[src/design/lioprt_map.svh]
// Constants for the latched I/O ports two to five
`ifndef LIOPRT_MAP_SVH
`define LIOPRT_MAP_SVH
`define LIOPRT_LF_W        3
`define LIOPRT_HA_W        8
`define LIOPRT_SP_W        8
`define LIOPRT_HB_W        5
`define LIOPRT_LF_RST      3'h7
`define LIOPRT_HA_RST      8'hff
`define LIOPRT_SP_RST      8'hff
`define LIOPRT_SP_TYPE_RST 8'h00
`define LIOPRT_HB_RST      5'h1f
`define LIOPRT_STOP_BIT    0
`define LIOPRT_CRYSTAL_IN_BIT  1
`define LIOPRT_CRYSTAL_OUT_BIT 2
`endif

[src/design/lioprt_pkg.sv]
// Types for the latched I/O ports two to five
package lioprt_pkg;
  typedef logic [7:0] lioprt_byte_t;
  typedef enum logic [1:0] {
    LIOPRT_SEL_LATCH = 2'b01,
    LIOPRT_SEL_PIN   = 2'b10
  } lioprt_rsel_t;
endpackage : lioprt_pkg

[src/design/lioprt_ports.sv]
// Latched general-purpose ports two to five with separate latch and pin reads
`timescale 1ns/1ps
`include "lioprt_map.svh"
// Contract
// - Low-frequency port has three latched I/O pins
// - Reset loads three-pin latch with ones
// - Dual-clock mode gives upper pins to crystal
// - Driven stop-release pin falling edge sets interrupt
// - Three-pin reads give latch or pin levels
// - Stop mode floats stop-release pin always
// - Heavy port A eight pins, reset ones
// - Reset: serial latch ones, driver type zero
// - Driver type zero open-drain, one push-pull
// - Serial port has separate latch/pin reads
// - Heavy port B five pins, reset ones
// - Heavy B reads define only bits four-zero
// - Pins sampled before read, latch drives after write
module lioprt_ports (
  input  wire logic                  core_clk,
  input  wire logic                  sys_rst,
  input  wire logic                  dual_clock_mode,
  input  wire logic                  stop_mode,
  input  wire logic                  global_output_enable,
  input  wire logic                  lf_wr,
  input  wire logic                  ha_wr,
  input  wire logic                  sp_wr,
  input  wire logic                  sp_type_wr,
  input  wire logic                  hb_wr,
  input  wire lioprt_pkg::lioprt_byte_t wr_data,
  input  wire logic                  lf_rd,
  input  wire logic                  ha_rd,
  input  wire logic                  sp_rd,
  input  wire logic                  hb_rd,
  input  wire lioprt_pkg::lioprt_rsel_t rd_sel,
  input  wire logic [2:0]            lf_pin_in,
  input  wire logic [7:0]            ha_pin_in,
  input  wire logic [7:0]            sp_pin_in,
  input  wire logic [4:0]            hb_pin_in,
  output logic [2:0]                 lf_pin_out,
  output logic [2:0]                 lf_pin_oe,
  output logic [7:0]                 ha_pin_out,
  output logic [7:0]                 ha_pin_oe,
  output logic [7:0]                 sp_pin_out,
  output logic [7:0]                 sp_pin_oe,
  output logic [4:0]                 hb_pin_out,
  output logic [4:0]                 hb_pin_oe,
  output logic                       stop_release_irq,
  output lioprt_pkg::lioprt_byte_t   rd_data,
  output logic                       rd_valid
);
  import lioprt_pkg::*;

  // ----------------------------------------------------------------
  // Pin synchronisers
  // ----------------------------------------------------------------
  logic [23:0] pin_meta_q;
  logic [23:0] pin_sync_q;
  always_ff @(posedge core_clk or posedge sys_rst) begin
    if (sys_rst) begin
      pin_meta_q <= 24'h000000;
      pin_sync_q <= 24'h000000;
    end else begin
      pin_meta_q <= {hb_pin_in, sp_pin_in, ha_pin_in, lf_pin_in};
      pin_sync_q <= pin_meta_q;
    end
  end
  logic [2:0] lf_pin_s;
  logic [7:0] ha_pin_s;
  logic [7:0] sp_pin_s;
  logic [4:0] hb_pin_s;
  assign lf_pin_s = pin_sync_q[2:0];
  assign ha_pin_s = pin_sync_q[10:3];
  assign sp_pin_s = pin_sync_q[18:11];
  assign hb_pin_s = pin_sync_q[23:19];

  // ----------------------------------------------------------------
  // Output latches
  // ----------------------------------------------------------------
  logic [2:0] lf_latch_q;
  logic [7:0] ha_latch_q;
  logic [7:0] sp_latch_q;
  logic [7:0] sp_type_q;
  logic [4:0] hb_latch_q;

  always_ff @(posedge core_clk or posedge sys_rst) begin
    if (sys_rst) begin
      lf_latch_q <= `LIOPRT_LF_RST;
    end else if (lf_wr) begin
      lf_latch_q <= wr_data[2:0];
    end
  end

  always_ff @(posedge core_clk or posedge sys_rst) begin
    if (sys_rst) begin
      ha_latch_q <= `LIOPRT_HA_RST;
    end else if (ha_wr) begin
      ha_latch_q <= wr_data;
    end
  end

  always_ff @(posedge core_clk or posedge sys_rst) begin
    if (sys_rst) begin
      sp_latch_q <= `LIOPRT_SP_RST;
      sp_type_q  <= `LIOPRT_SP_TYPE_RST;
    end else begin
      if (sp_wr) begin
        sp_latch_q <= wr_data;
      end
      if (sp_type_wr) begin
        sp_type_q <= wr_data;
      end
    end
  end

  always_ff @(posedge core_clk or posedge sys_rst) begin
    if (sys_rst) begin
      hb_latch_q <= `LIOPRT_HB_RST;
    end else if (hb_wr) begin
      hb_latch_q <= wr_data[4:0];
    end
  end

  // ----------------------------------------------------------------
  // Pin drivers, registered so pins change the cycle after a write
  // ----------------------------------------------------------------
  // Latches hold ones as pulled-high inputs: a one releases the pin, except on push-pull serial pins, where it drives high.
  logic [2:0] lf_oe_d;
  always_comb begin
    lf_oe_d = ~lf_latch_q & {3{global_output_enable}};
    if (dual_clock_mode) begin
      lf_oe_d[`LIOPRT_CRYSTAL_IN_BIT]  = 1'b0;
      lf_oe_d[`LIOPRT_CRYSTAL_OUT_BIT] = 1'b0;
    end
    // Stop pin floats regardless of the global enable
    if (stop_mode) begin
      lf_oe_d[`LIOPRT_STOP_BIT] = 1'b0;
    end
  end

  always_ff @(posedge core_clk or posedge sys_rst) begin
    if (sys_rst) begin
      lf_pin_out <= 3'h0;
      lf_pin_oe  <= 3'h0;
      ha_pin_out <= 8'h00;
      ha_pin_oe  <= 8'h00;
      sp_pin_out <= 8'h00;
      sp_pin_oe  <= 8'h00;
      hb_pin_out <= 5'h00;
      hb_pin_oe  <= 5'h00;
    end else begin
      lf_pin_out <= lf_latch_q & {3{~dual_clock_mode}} | (lf_latch_q & 3'h1);
      lf_pin_oe  <= lf_oe_d;
      ha_pin_out <= ha_latch_q & {8{global_output_enable}};
      ha_pin_oe  <= ~ha_latch_q & {8{global_output_enable}};
      sp_pin_out <= sp_latch_q & sp_type_q & {8{global_output_enable}};
      // Open-drain drives only lows; push-pull drives both levels
      sp_pin_oe  <= (sp_type_q | ~sp_latch_q) & {8{global_output_enable}};
      hb_pin_out <= hb_latch_q & {5{global_output_enable}};
      hb_pin_oe  <= ~hb_latch_q & {5{global_output_enable}};
    end
  end

  // ----------------------------------------------------------------
  // Stop-release interrupt pulse
  // ----------------------------------------------------------------
  // The edge is taken from the synced pin, so a driven output pulse
  // that falls on the wire raises the one-cycle interrupt just as an external one.
  logic stop_pin_prev_q;
  always_ff @(posedge core_clk or posedge sys_rst) begin
    if (sys_rst) begin
      // Matches the cleared synchroniser, so reset release gives no false edge
      stop_pin_prev_q  <= 1'b0;
      stop_release_irq <= 1'b0;
    end else begin
      stop_pin_prev_q  <= lf_pin_s[`LIOPRT_STOP_BIT];
      stop_release_irq <= stop_pin_prev_q & ~lf_pin_s[`LIOPRT_STOP_BIT];
    end
  end

  // ----------------------------------------------------------------
  // Read-back
  // ----------------------------------------------------------------
  function automatic lioprt_byte_t lioprt_pick(input lioprt_rsel_t sel,
                                               input lioprt_byte_t latch,
                                               input lioprt_byte_t pins);
    case (sel)
      LIOPRT_SEL_LATCH: lioprt_pick = latch;
      LIOPRT_SEL_PIN:   lioprt_pick = pins;
      default:          lioprt_pick = 8'h00;
    endcase
  endfunction : lioprt_pick

  lioprt_byte_t rd_data_d;
  always_comb begin
    rd_data_d = 8'h00;
    if (lf_rd) begin
      rd_data_d = lioprt_pick(rd_sel, {5'h00, lf_latch_q}, {5'h00, lf_pin_s});
    end else if (ha_rd) begin
      rd_data_d = lioprt_pick(rd_sel, ha_latch_q, ha_pin_s);
    end else if (sp_rd) begin
      rd_data_d = lioprt_pick(rd_sel, sp_latch_q, sp_pin_s);
    end else if (hb_rd) begin
      rd_data_d = lioprt_pick(rd_sel, {3'h0, hb_latch_q}, {3'h0, hb_pin_s});
    end
  end

  always_ff @(posedge core_clk or posedge sys_rst) begin
    if (sys_rst) begin
      rd_data  <= 8'h00;
      rd_valid <= 1'b0;
    end else begin
      rd_data  <= rd_data_d;
      rd_valid <= lf_rd | ha_rd | sp_rd | hb_rd;
    end
  end

  // ----------------------------------------------------------------
  // Checks
  // ----------------------------------------------------------------
  property p_stop_float;
    @(posedge core_clk) disable iff (sys_rst)
      stop_mode |=> !lf_pin_oe[0];
  endproperty
  a_stop_float: assert property (p_stop_float) else $error("stop pin driven in stop");

  property p_xtal_free;
    @(posedge core_clk) disable iff (sys_rst)
      dual_clock_mode |=> (lf_pin_oe[2:1] == 2'b00);
  endproperty
  a_xtal_free: assert property (p_xtal_free) else $error("crystal pins driven");

  property p_od_high;
    @(posedge core_clk) disable iff (sys_rst)
      1'b1 |=> ((sp_pin_oe & sp_pin_out & ~$past(sp_type_q)) == 8'h00);
  endproperty
  a_od_high: assert property (p_od_high) else $error("open-drain drove high");

  property p_lf_upper_zero;
    @(posedge core_clk) disable iff (sys_rst)
      lf_rd |=> rd_valid && (rd_data[7:3] == 5'h00);
  endproperty
  a_lf_upper_zero: assert property (p_lf_upper_zero) else $error("lf upper bits set");

  property p_hb_upper_zero;
    @(posedge core_clk) disable iff (sys_rst)
      (hb_rd && !lf_rd && !ha_rd && !sp_rd) |=> (rd_data[7:5] == 3'h0);
  endproperty
  a_hb_upper_zero: assert property (p_hb_upper_zero) else $error("hb upper bits set");

  property p_sp_latch_rd;
    @(posedge core_clk) disable iff (sys_rst)
      (sp_rd && !lf_rd && !ha_rd && rd_sel == LIOPRT_SEL_LATCH) |=>
        (rd_data == $past(sp_latch_q));
  endproperty
  a_sp_latch_rd: assert property (p_sp_latch_rd) else $error("serial latch read wrong");

  property p_ha_write;
    @(posedge core_clk) disable iff (sys_rst)
      (ha_wr && global_output_enable) |=> ##1 (ha_pin_oe == ~$past(wr_data, 2));
  endproperty
  a_ha_write: assert property (p_ha_write) else $error("heavy A pin not updated");

  property p_irq_fall;
    @(posedge core_clk) disable iff (sys_rst)
      $fell(lf_pin_s[0]) |=> stop_release_irq;
  endproperty
  a_irq_fall: assert property (p_irq_fall) else $error("stop edge missed");
endmodule : lioprt_ports

[config.mk]
export PLATFORM = sky130hd
export DESIGN_NAME = lioprt_ports
export DESIGN_NICKNAME = d
export VERILOG_FILES = /design/src/design/lioprt_pkg.sv /design/src/design/lioprt_ports.sv
export VERILOG_INCLUDE_DIRS = /design/src /design/src/design
export SDC_FILE = /design/constraint.sdc
export NUM_CORES = 1
export LEC_CHECK = 0
export ABC_AREA = 1
export BUFFER_PORTS_ARGS = -buffer_cell sky130_fd_sc_hd__buf_2
export CORE_MARGIN = 8
export CORE_UTILIZATION = 45
export DETAILED_ROUTE_END_ITERATION = 10
export HOLD_SLACK_MARGIN = 0.06
export PLACE_DENSITY = 0.76
export SYNTH_ARGS = -nofsm -noshare
export SYNTH_HDL_FRONTEND = slang
export SYNTH_SLANG_ARGS = --single-unit
[constraint.sdc]
create_clock -name core_clk -period 3.85 [get_ports core_clk]
set_clock_uncertainty 0.1 [all_clocks]
set_input_delay 0.385 -clock core_clk [delete_from_list [all_inputs] [get_ports core_clk]]
set_output_delay 0.385 -clock core_clk [all_outputs]
set_load 0.005 [all_outputs]
# Word level (Yosys, flattened, before mapping)
# Index checks and enable logic that the tools add are counted.
[classes]
shifts = 0
eq_ne = 2
n_addsub = 0
muxes = 10
n_mul = 0
reduce_logical = 0
div = 0
magnitude_cmp = 0
bitwise_logic = 21
[ops]
columns = ["op", "n"]
rows = [
  ["$and 8x8->8", 5],
  ["$pmux 8 s2", 2],
  ["$mux 8", 3],
  ["$not 8->8", 2],
  ["$and 5x5->5", 2],
  ["$pmux 5 s2", 1],
  ["$or 8x8->8", 1],
  ["$and 3x3->3", 2],
  ["$pmux 3 s2", 1],
  ["$mux 5", 1],
  ["$not 5->5", 1],
  ["$not 3->3", 1],
  ["$or 1x1->1", 3],
  ["$or 3x1->3", 1],
  ["$eq 2x1->1 const B", 1],
  ["$eq 2x2->1 const B", 1],
  ["$mux 2", 1],
  ["$not 1->1", 2],
  ["$and 1x1->1", 1],
  ["$mux 1", 1],
]
[totals]
latchBits = 0
mem_count = 0
register_bits = 139
rom_bits = 0
out_inout_bits = 58
ramBits = 0

# Logic depth before layout (Yosys ltp)
[logic_depth]
word_depth = 6
mapped_depth = 10

# Worst setup path after synthesis
# No wires, ideal clock.
[synth_path]
path_type = "in2reg"
start = "input rd_sel[1]"
end = "register rd_data[5]"
setup_slack_ns = 2.512
arrival_ns = 1.160
required_ns = 3.673
setup_ns = 0.077
path_stages = 7
path_cell_list = "inv_1 -> ha_1 -> inv_2 -> buf_6 -> o21ai_2 -> nand2_1 -> a21oi_1"
[synth_between]
elab_chain_len = 5
elab_cells_between_ends = 7
[synth_lines]
columns = ["element", "line", "source"]
rows = [
  ["start, declared", "lioprt_ports.sv:34", "input wire lioprt_pkg::lioprt_rsel_t rd_sel,"],
  ["$eq 2x2->1 / $eq 2x1->1 (equally long branches)", "lioprt_ports.sv:186", "case (sel)"],
  ["$pmux 8 s2", "lioprt_ports.sv:186", ""],
  ["$mux 8", "lioprt_ports.sv:200", "end else if (sp_rd) begin"],
  ["$mux 8 (*)", "lioprt_ports.sv:198", "end else if (ha_rd) begin"],
  ["$mux 8 (*)", "lioprt_ports.sv:196", "if (lf_rd) begin"],
  ["named net rd_data_d[5]", "lioprt_ports.sv:193", "lioprt_byte_t rd_data_d;"],
  ["end signal, assigned", "lioprt_ports.sv:212", "rd_data <= rd_data_d;"],
  ["end, declared", "lioprt_ports.sv:48", "output lioprt_pkg::lioprt_byte_t rd_data,"],
]
# Mark *: on every way through the listed nets, which the timed path passes. The rest lies on a longest branch.
# A chain may end at the register's enable or synchronous reset.

==> flow_metrics.tcl <==
set metrics [dict create \
    antenna_found_initial 2 \
    seq_area_frac_synth 0.7416 \
    antenna_cells 0 \
    rows 37 \
    worstSetupEndpointType "flip-flop" \
    hold_slack_ns 0.08171 \
    cts-root-buf "clkbuf_8" \
    timing.reg2reg.setup_slack_ns 2.36 \
    port_buffers 105 \
    synth_area_sq_mm 0.004731 \
    grt_max_degree 117 \
    place_ws_ns 1.900 \
    post-cts-setup-buffers 0 \
    core_sq_mm 0.01028 \
    cts_tree "yes" \
    whs_path_depth 3 \
    post-route-period-util 0.5101 \
    vias_per_cell 4.654 \
    hold_path_class "in -> reg" \
    gr-usage-all-layers 0.1608 \
    cts.sinks 139 \
    synth_seq_cells 139 \
    setup_ws_ns 1.886 \
    gp_congestion 0.8403 \
    post-route-min-period_ns 1.964 \
    holdPathEnd "rd_data[7]" \
    clkLatencyLatePin_ns 0.53 \
    rr_worst_depth 3 \
    startpoint_type "input port" \
    synthCells 414 \
    ctsResizeCount 0 \
    areaGrowthSynthToFinish_pct 35.97 \
    wl_per_cell_um 14.78 \
    pwr_density_cell_mw_per_mm2 552.4 \
    die_y_um 118.5 \
    via_count 3351 \
    die-area_sq_mm 0.01405 \
    criticalPathCategory "in -> reg" \
    nNetsFinal 621 \
    fp.dieW_um 118.5 \
    worst_pin_slew_ns 1.006 \
    nFillCells 784 \
    ant_nets 0 \
    h-tree-depth 4 \
    hold_violations 0 \
    drc 0 \
    clock_path_buffers 2 \
    drive_above_1_share 0.2945 \
    drtIter0Drc 182 \
    start_util 0.4603 \
    leakage_uw 0.003304 \
    required_ns 4.20 \
    synth_largest_area_cell "dfrtp_1" \
    path_clk_slew_ns 0.06 \
    dr.pass1.iters 4 \
    min_from "ha_rd" \
    relSlewSlack 0.3286 \
    finalMaxSlewViolations 0 \
    r2r-start "hb_latch_q[4]" \
    critPathArrivalTime_ns 2.31 \
    power_uw 3554 \
    fin_tns_setup_ns 0 \
    worstPathMaxFanout 4 \
    synthTopCellsByArea "dfrtp_1 (61%), dfstp_2 (13%), nand2_1 (7.8%)" \
    wl_um 10640 \
    grt_setup_unrepaired "no" \
    irDropWorstVdd_mv 0.2988 \
    synth_cell_types 20 \
    hold_buffers 44 \
    setup_viol 0 \
    synth_top_area_frac 0.6083 \
    syn_nets 464 \
    drv_cap 0 \
    fmax_mhz 509.2 \
    dp_hpwl_um 7027 \
    grt_pass1_vias 3528 \
    yosys_warnings 0 \
    status "completed" \
    avgSynthCellArea_sq_um 11.43 \
    cts-buffers-inserted 17 \
    reg2reg_to "hb_latch_q[4]" \
    boundaryPins 106 \
    gr-total-overflow 0 \
    grt_pass1_wl_um 17680 \
]
-- power breakdown --
group / leakage [uW] / switching [uW] / internal [uW]
sequential: 0.00167 / 41.1 / 1580
clock: 0.000299 / 637 / 1020
combinational: 0.00133 / 163 / 118
total: 0.00330 / 842 / 2710
-- cell usage after synthesis --
master,instances
a21oi_1,18
a21oi_2,2
a31oi_1,1
buf_6,2
clkbuf_1,9
clkbuf_8,1
dfrtp_1,115
dfstp_2,24
ha_1,2
inv_1,53
inv_2,2
mux2_2,3
nand2_1,98
nand3_1,6
nand4_1,1
nor2_1,19
nor3_1,11
o21ai_0,37
o21ai_1,8
o21ai_2,2
-- placed cells by master, fill, tap and decap left out --
cell type      netlist  layout
inv_8                0       1
clkinv_2             0       1
a21oi_1             18      18
nor2_1              19      19
clkbuf_8             1       2
clkinvlp_4           0       2
buf_2                0     105
dfstp_2             24      24
inv_2                2       2
dlygate4sd3_1        0      44
nand3_1              6       6
inv_1               53      52
ha_1                 2       2
clkinv_4             0       4
clkbuf_16            0      16
buf_12               0       1
nand2_1             98      98
a31oi_1              1       1
nand4_1              1       1
inv_6                0       4
a21oi_2              2       2
o21ai_2              2       2
o21ai_0             37      37
bufinv_16            0       3
o21ai_1              8       8
nor3_1              11      11
mux2_2               3       3
dfrtp_1            115     115
-- how the worst max path moves through the flow --
stage                           from       endpoint  slack, ns  depth (start not counted)
after floorplan              sys_rst   ha_pin_oe[0]       1.65                          1
after global placement     rd_sel[0]     rd_data[0]       2.03                         11
after detailed placement   rd_sel[0]     rd_data[0]       1.90                         11
after CTS                 wr_data[3]  hb_latch_q[3]       1.94                          6
after global routing      wr_data[3]  hb_latch_q[3]       1.84                          6
final                     wr_data[4]  hb_latch_q[4]       1.89                          6
-- registers in the layout, indices dropped and copies added, names as in the netlist, 3 cells and up --
signal / flops
ha_latch_q: 8
ha_pin_oe: 8
ha_pin_out: 8
hb_latch_q: 5
hb_pin_oe: 5
hb_pin_out: 5
lf_latch_q: 3
lf_pin_oe: 3
lf_pin_out: 3
pin_meta_q: 24
pin_sync_q: 24
rd_data: 8
sp_latch_q: 8
sp_pin_oe: 8
sp_pin_out: 8
sp_type_q: 8
-- worst max-delay path: stages --
cell           delay, ns
dlygate4sd3_1       0.54
buf_2               0.15
nand2_1             0.06
dlygate4sd3_1       0.53
o21ai_0             0.08
dlygate4sd3_1       0.56
-- stage by stage --
| step | cells | cell area, sq um | util |
|---|---|---|---|
| floorplan | 414 | 4735 | - |
| global placement | 644 | 5380 | 0.5235 |
| detailed placement | 644 | 5380 | 0.5235 |
| CTS | 720 | 6432 | 0.6259 |
| global route | 720 | 6432 | 0.6259 |
| finish | 720 | 6432 | 0.6259 |
-- logic make-up after synthesis --
group,count (synthesis),synth area share
multiplexers,3,0.007140
flip-flops,139,0.7416
adder cells (fa/ha/maj),2,0.005289
AO/OA/AOI/OAI,68,0.07538
AND/OR/NAND/NOR,135,0.1121
buffers and inverters,67,0.05845
-- layout make-up --
class / count / area (sq um) / share of cell area
Multi-Input combinational cell: 208 / 945.9 / 0.1471
Tap cell: 136 / 170.2 / 0.02645
Clock inverter: 14 / 183.9 / 0.02859
Sequential cell: 139 / 3508 / 0.5454
Clock buffer: 18 / 427.9 / 0.06652
Timing Repair Buffer: 150 / 985.9 / 0.1533
Inverter: 55 / 210.2 / 0.03268
-- metal layers --
layer,up-vias,wire [um],GRT usage
met2,123,5258,0.2600
met4,4,327,0.09249
li1,1610,-,-
met5,-,22,0
met3,27,713,0.06140
met1,1587,4321,0.1794
(Power assumes the default switching activity.)
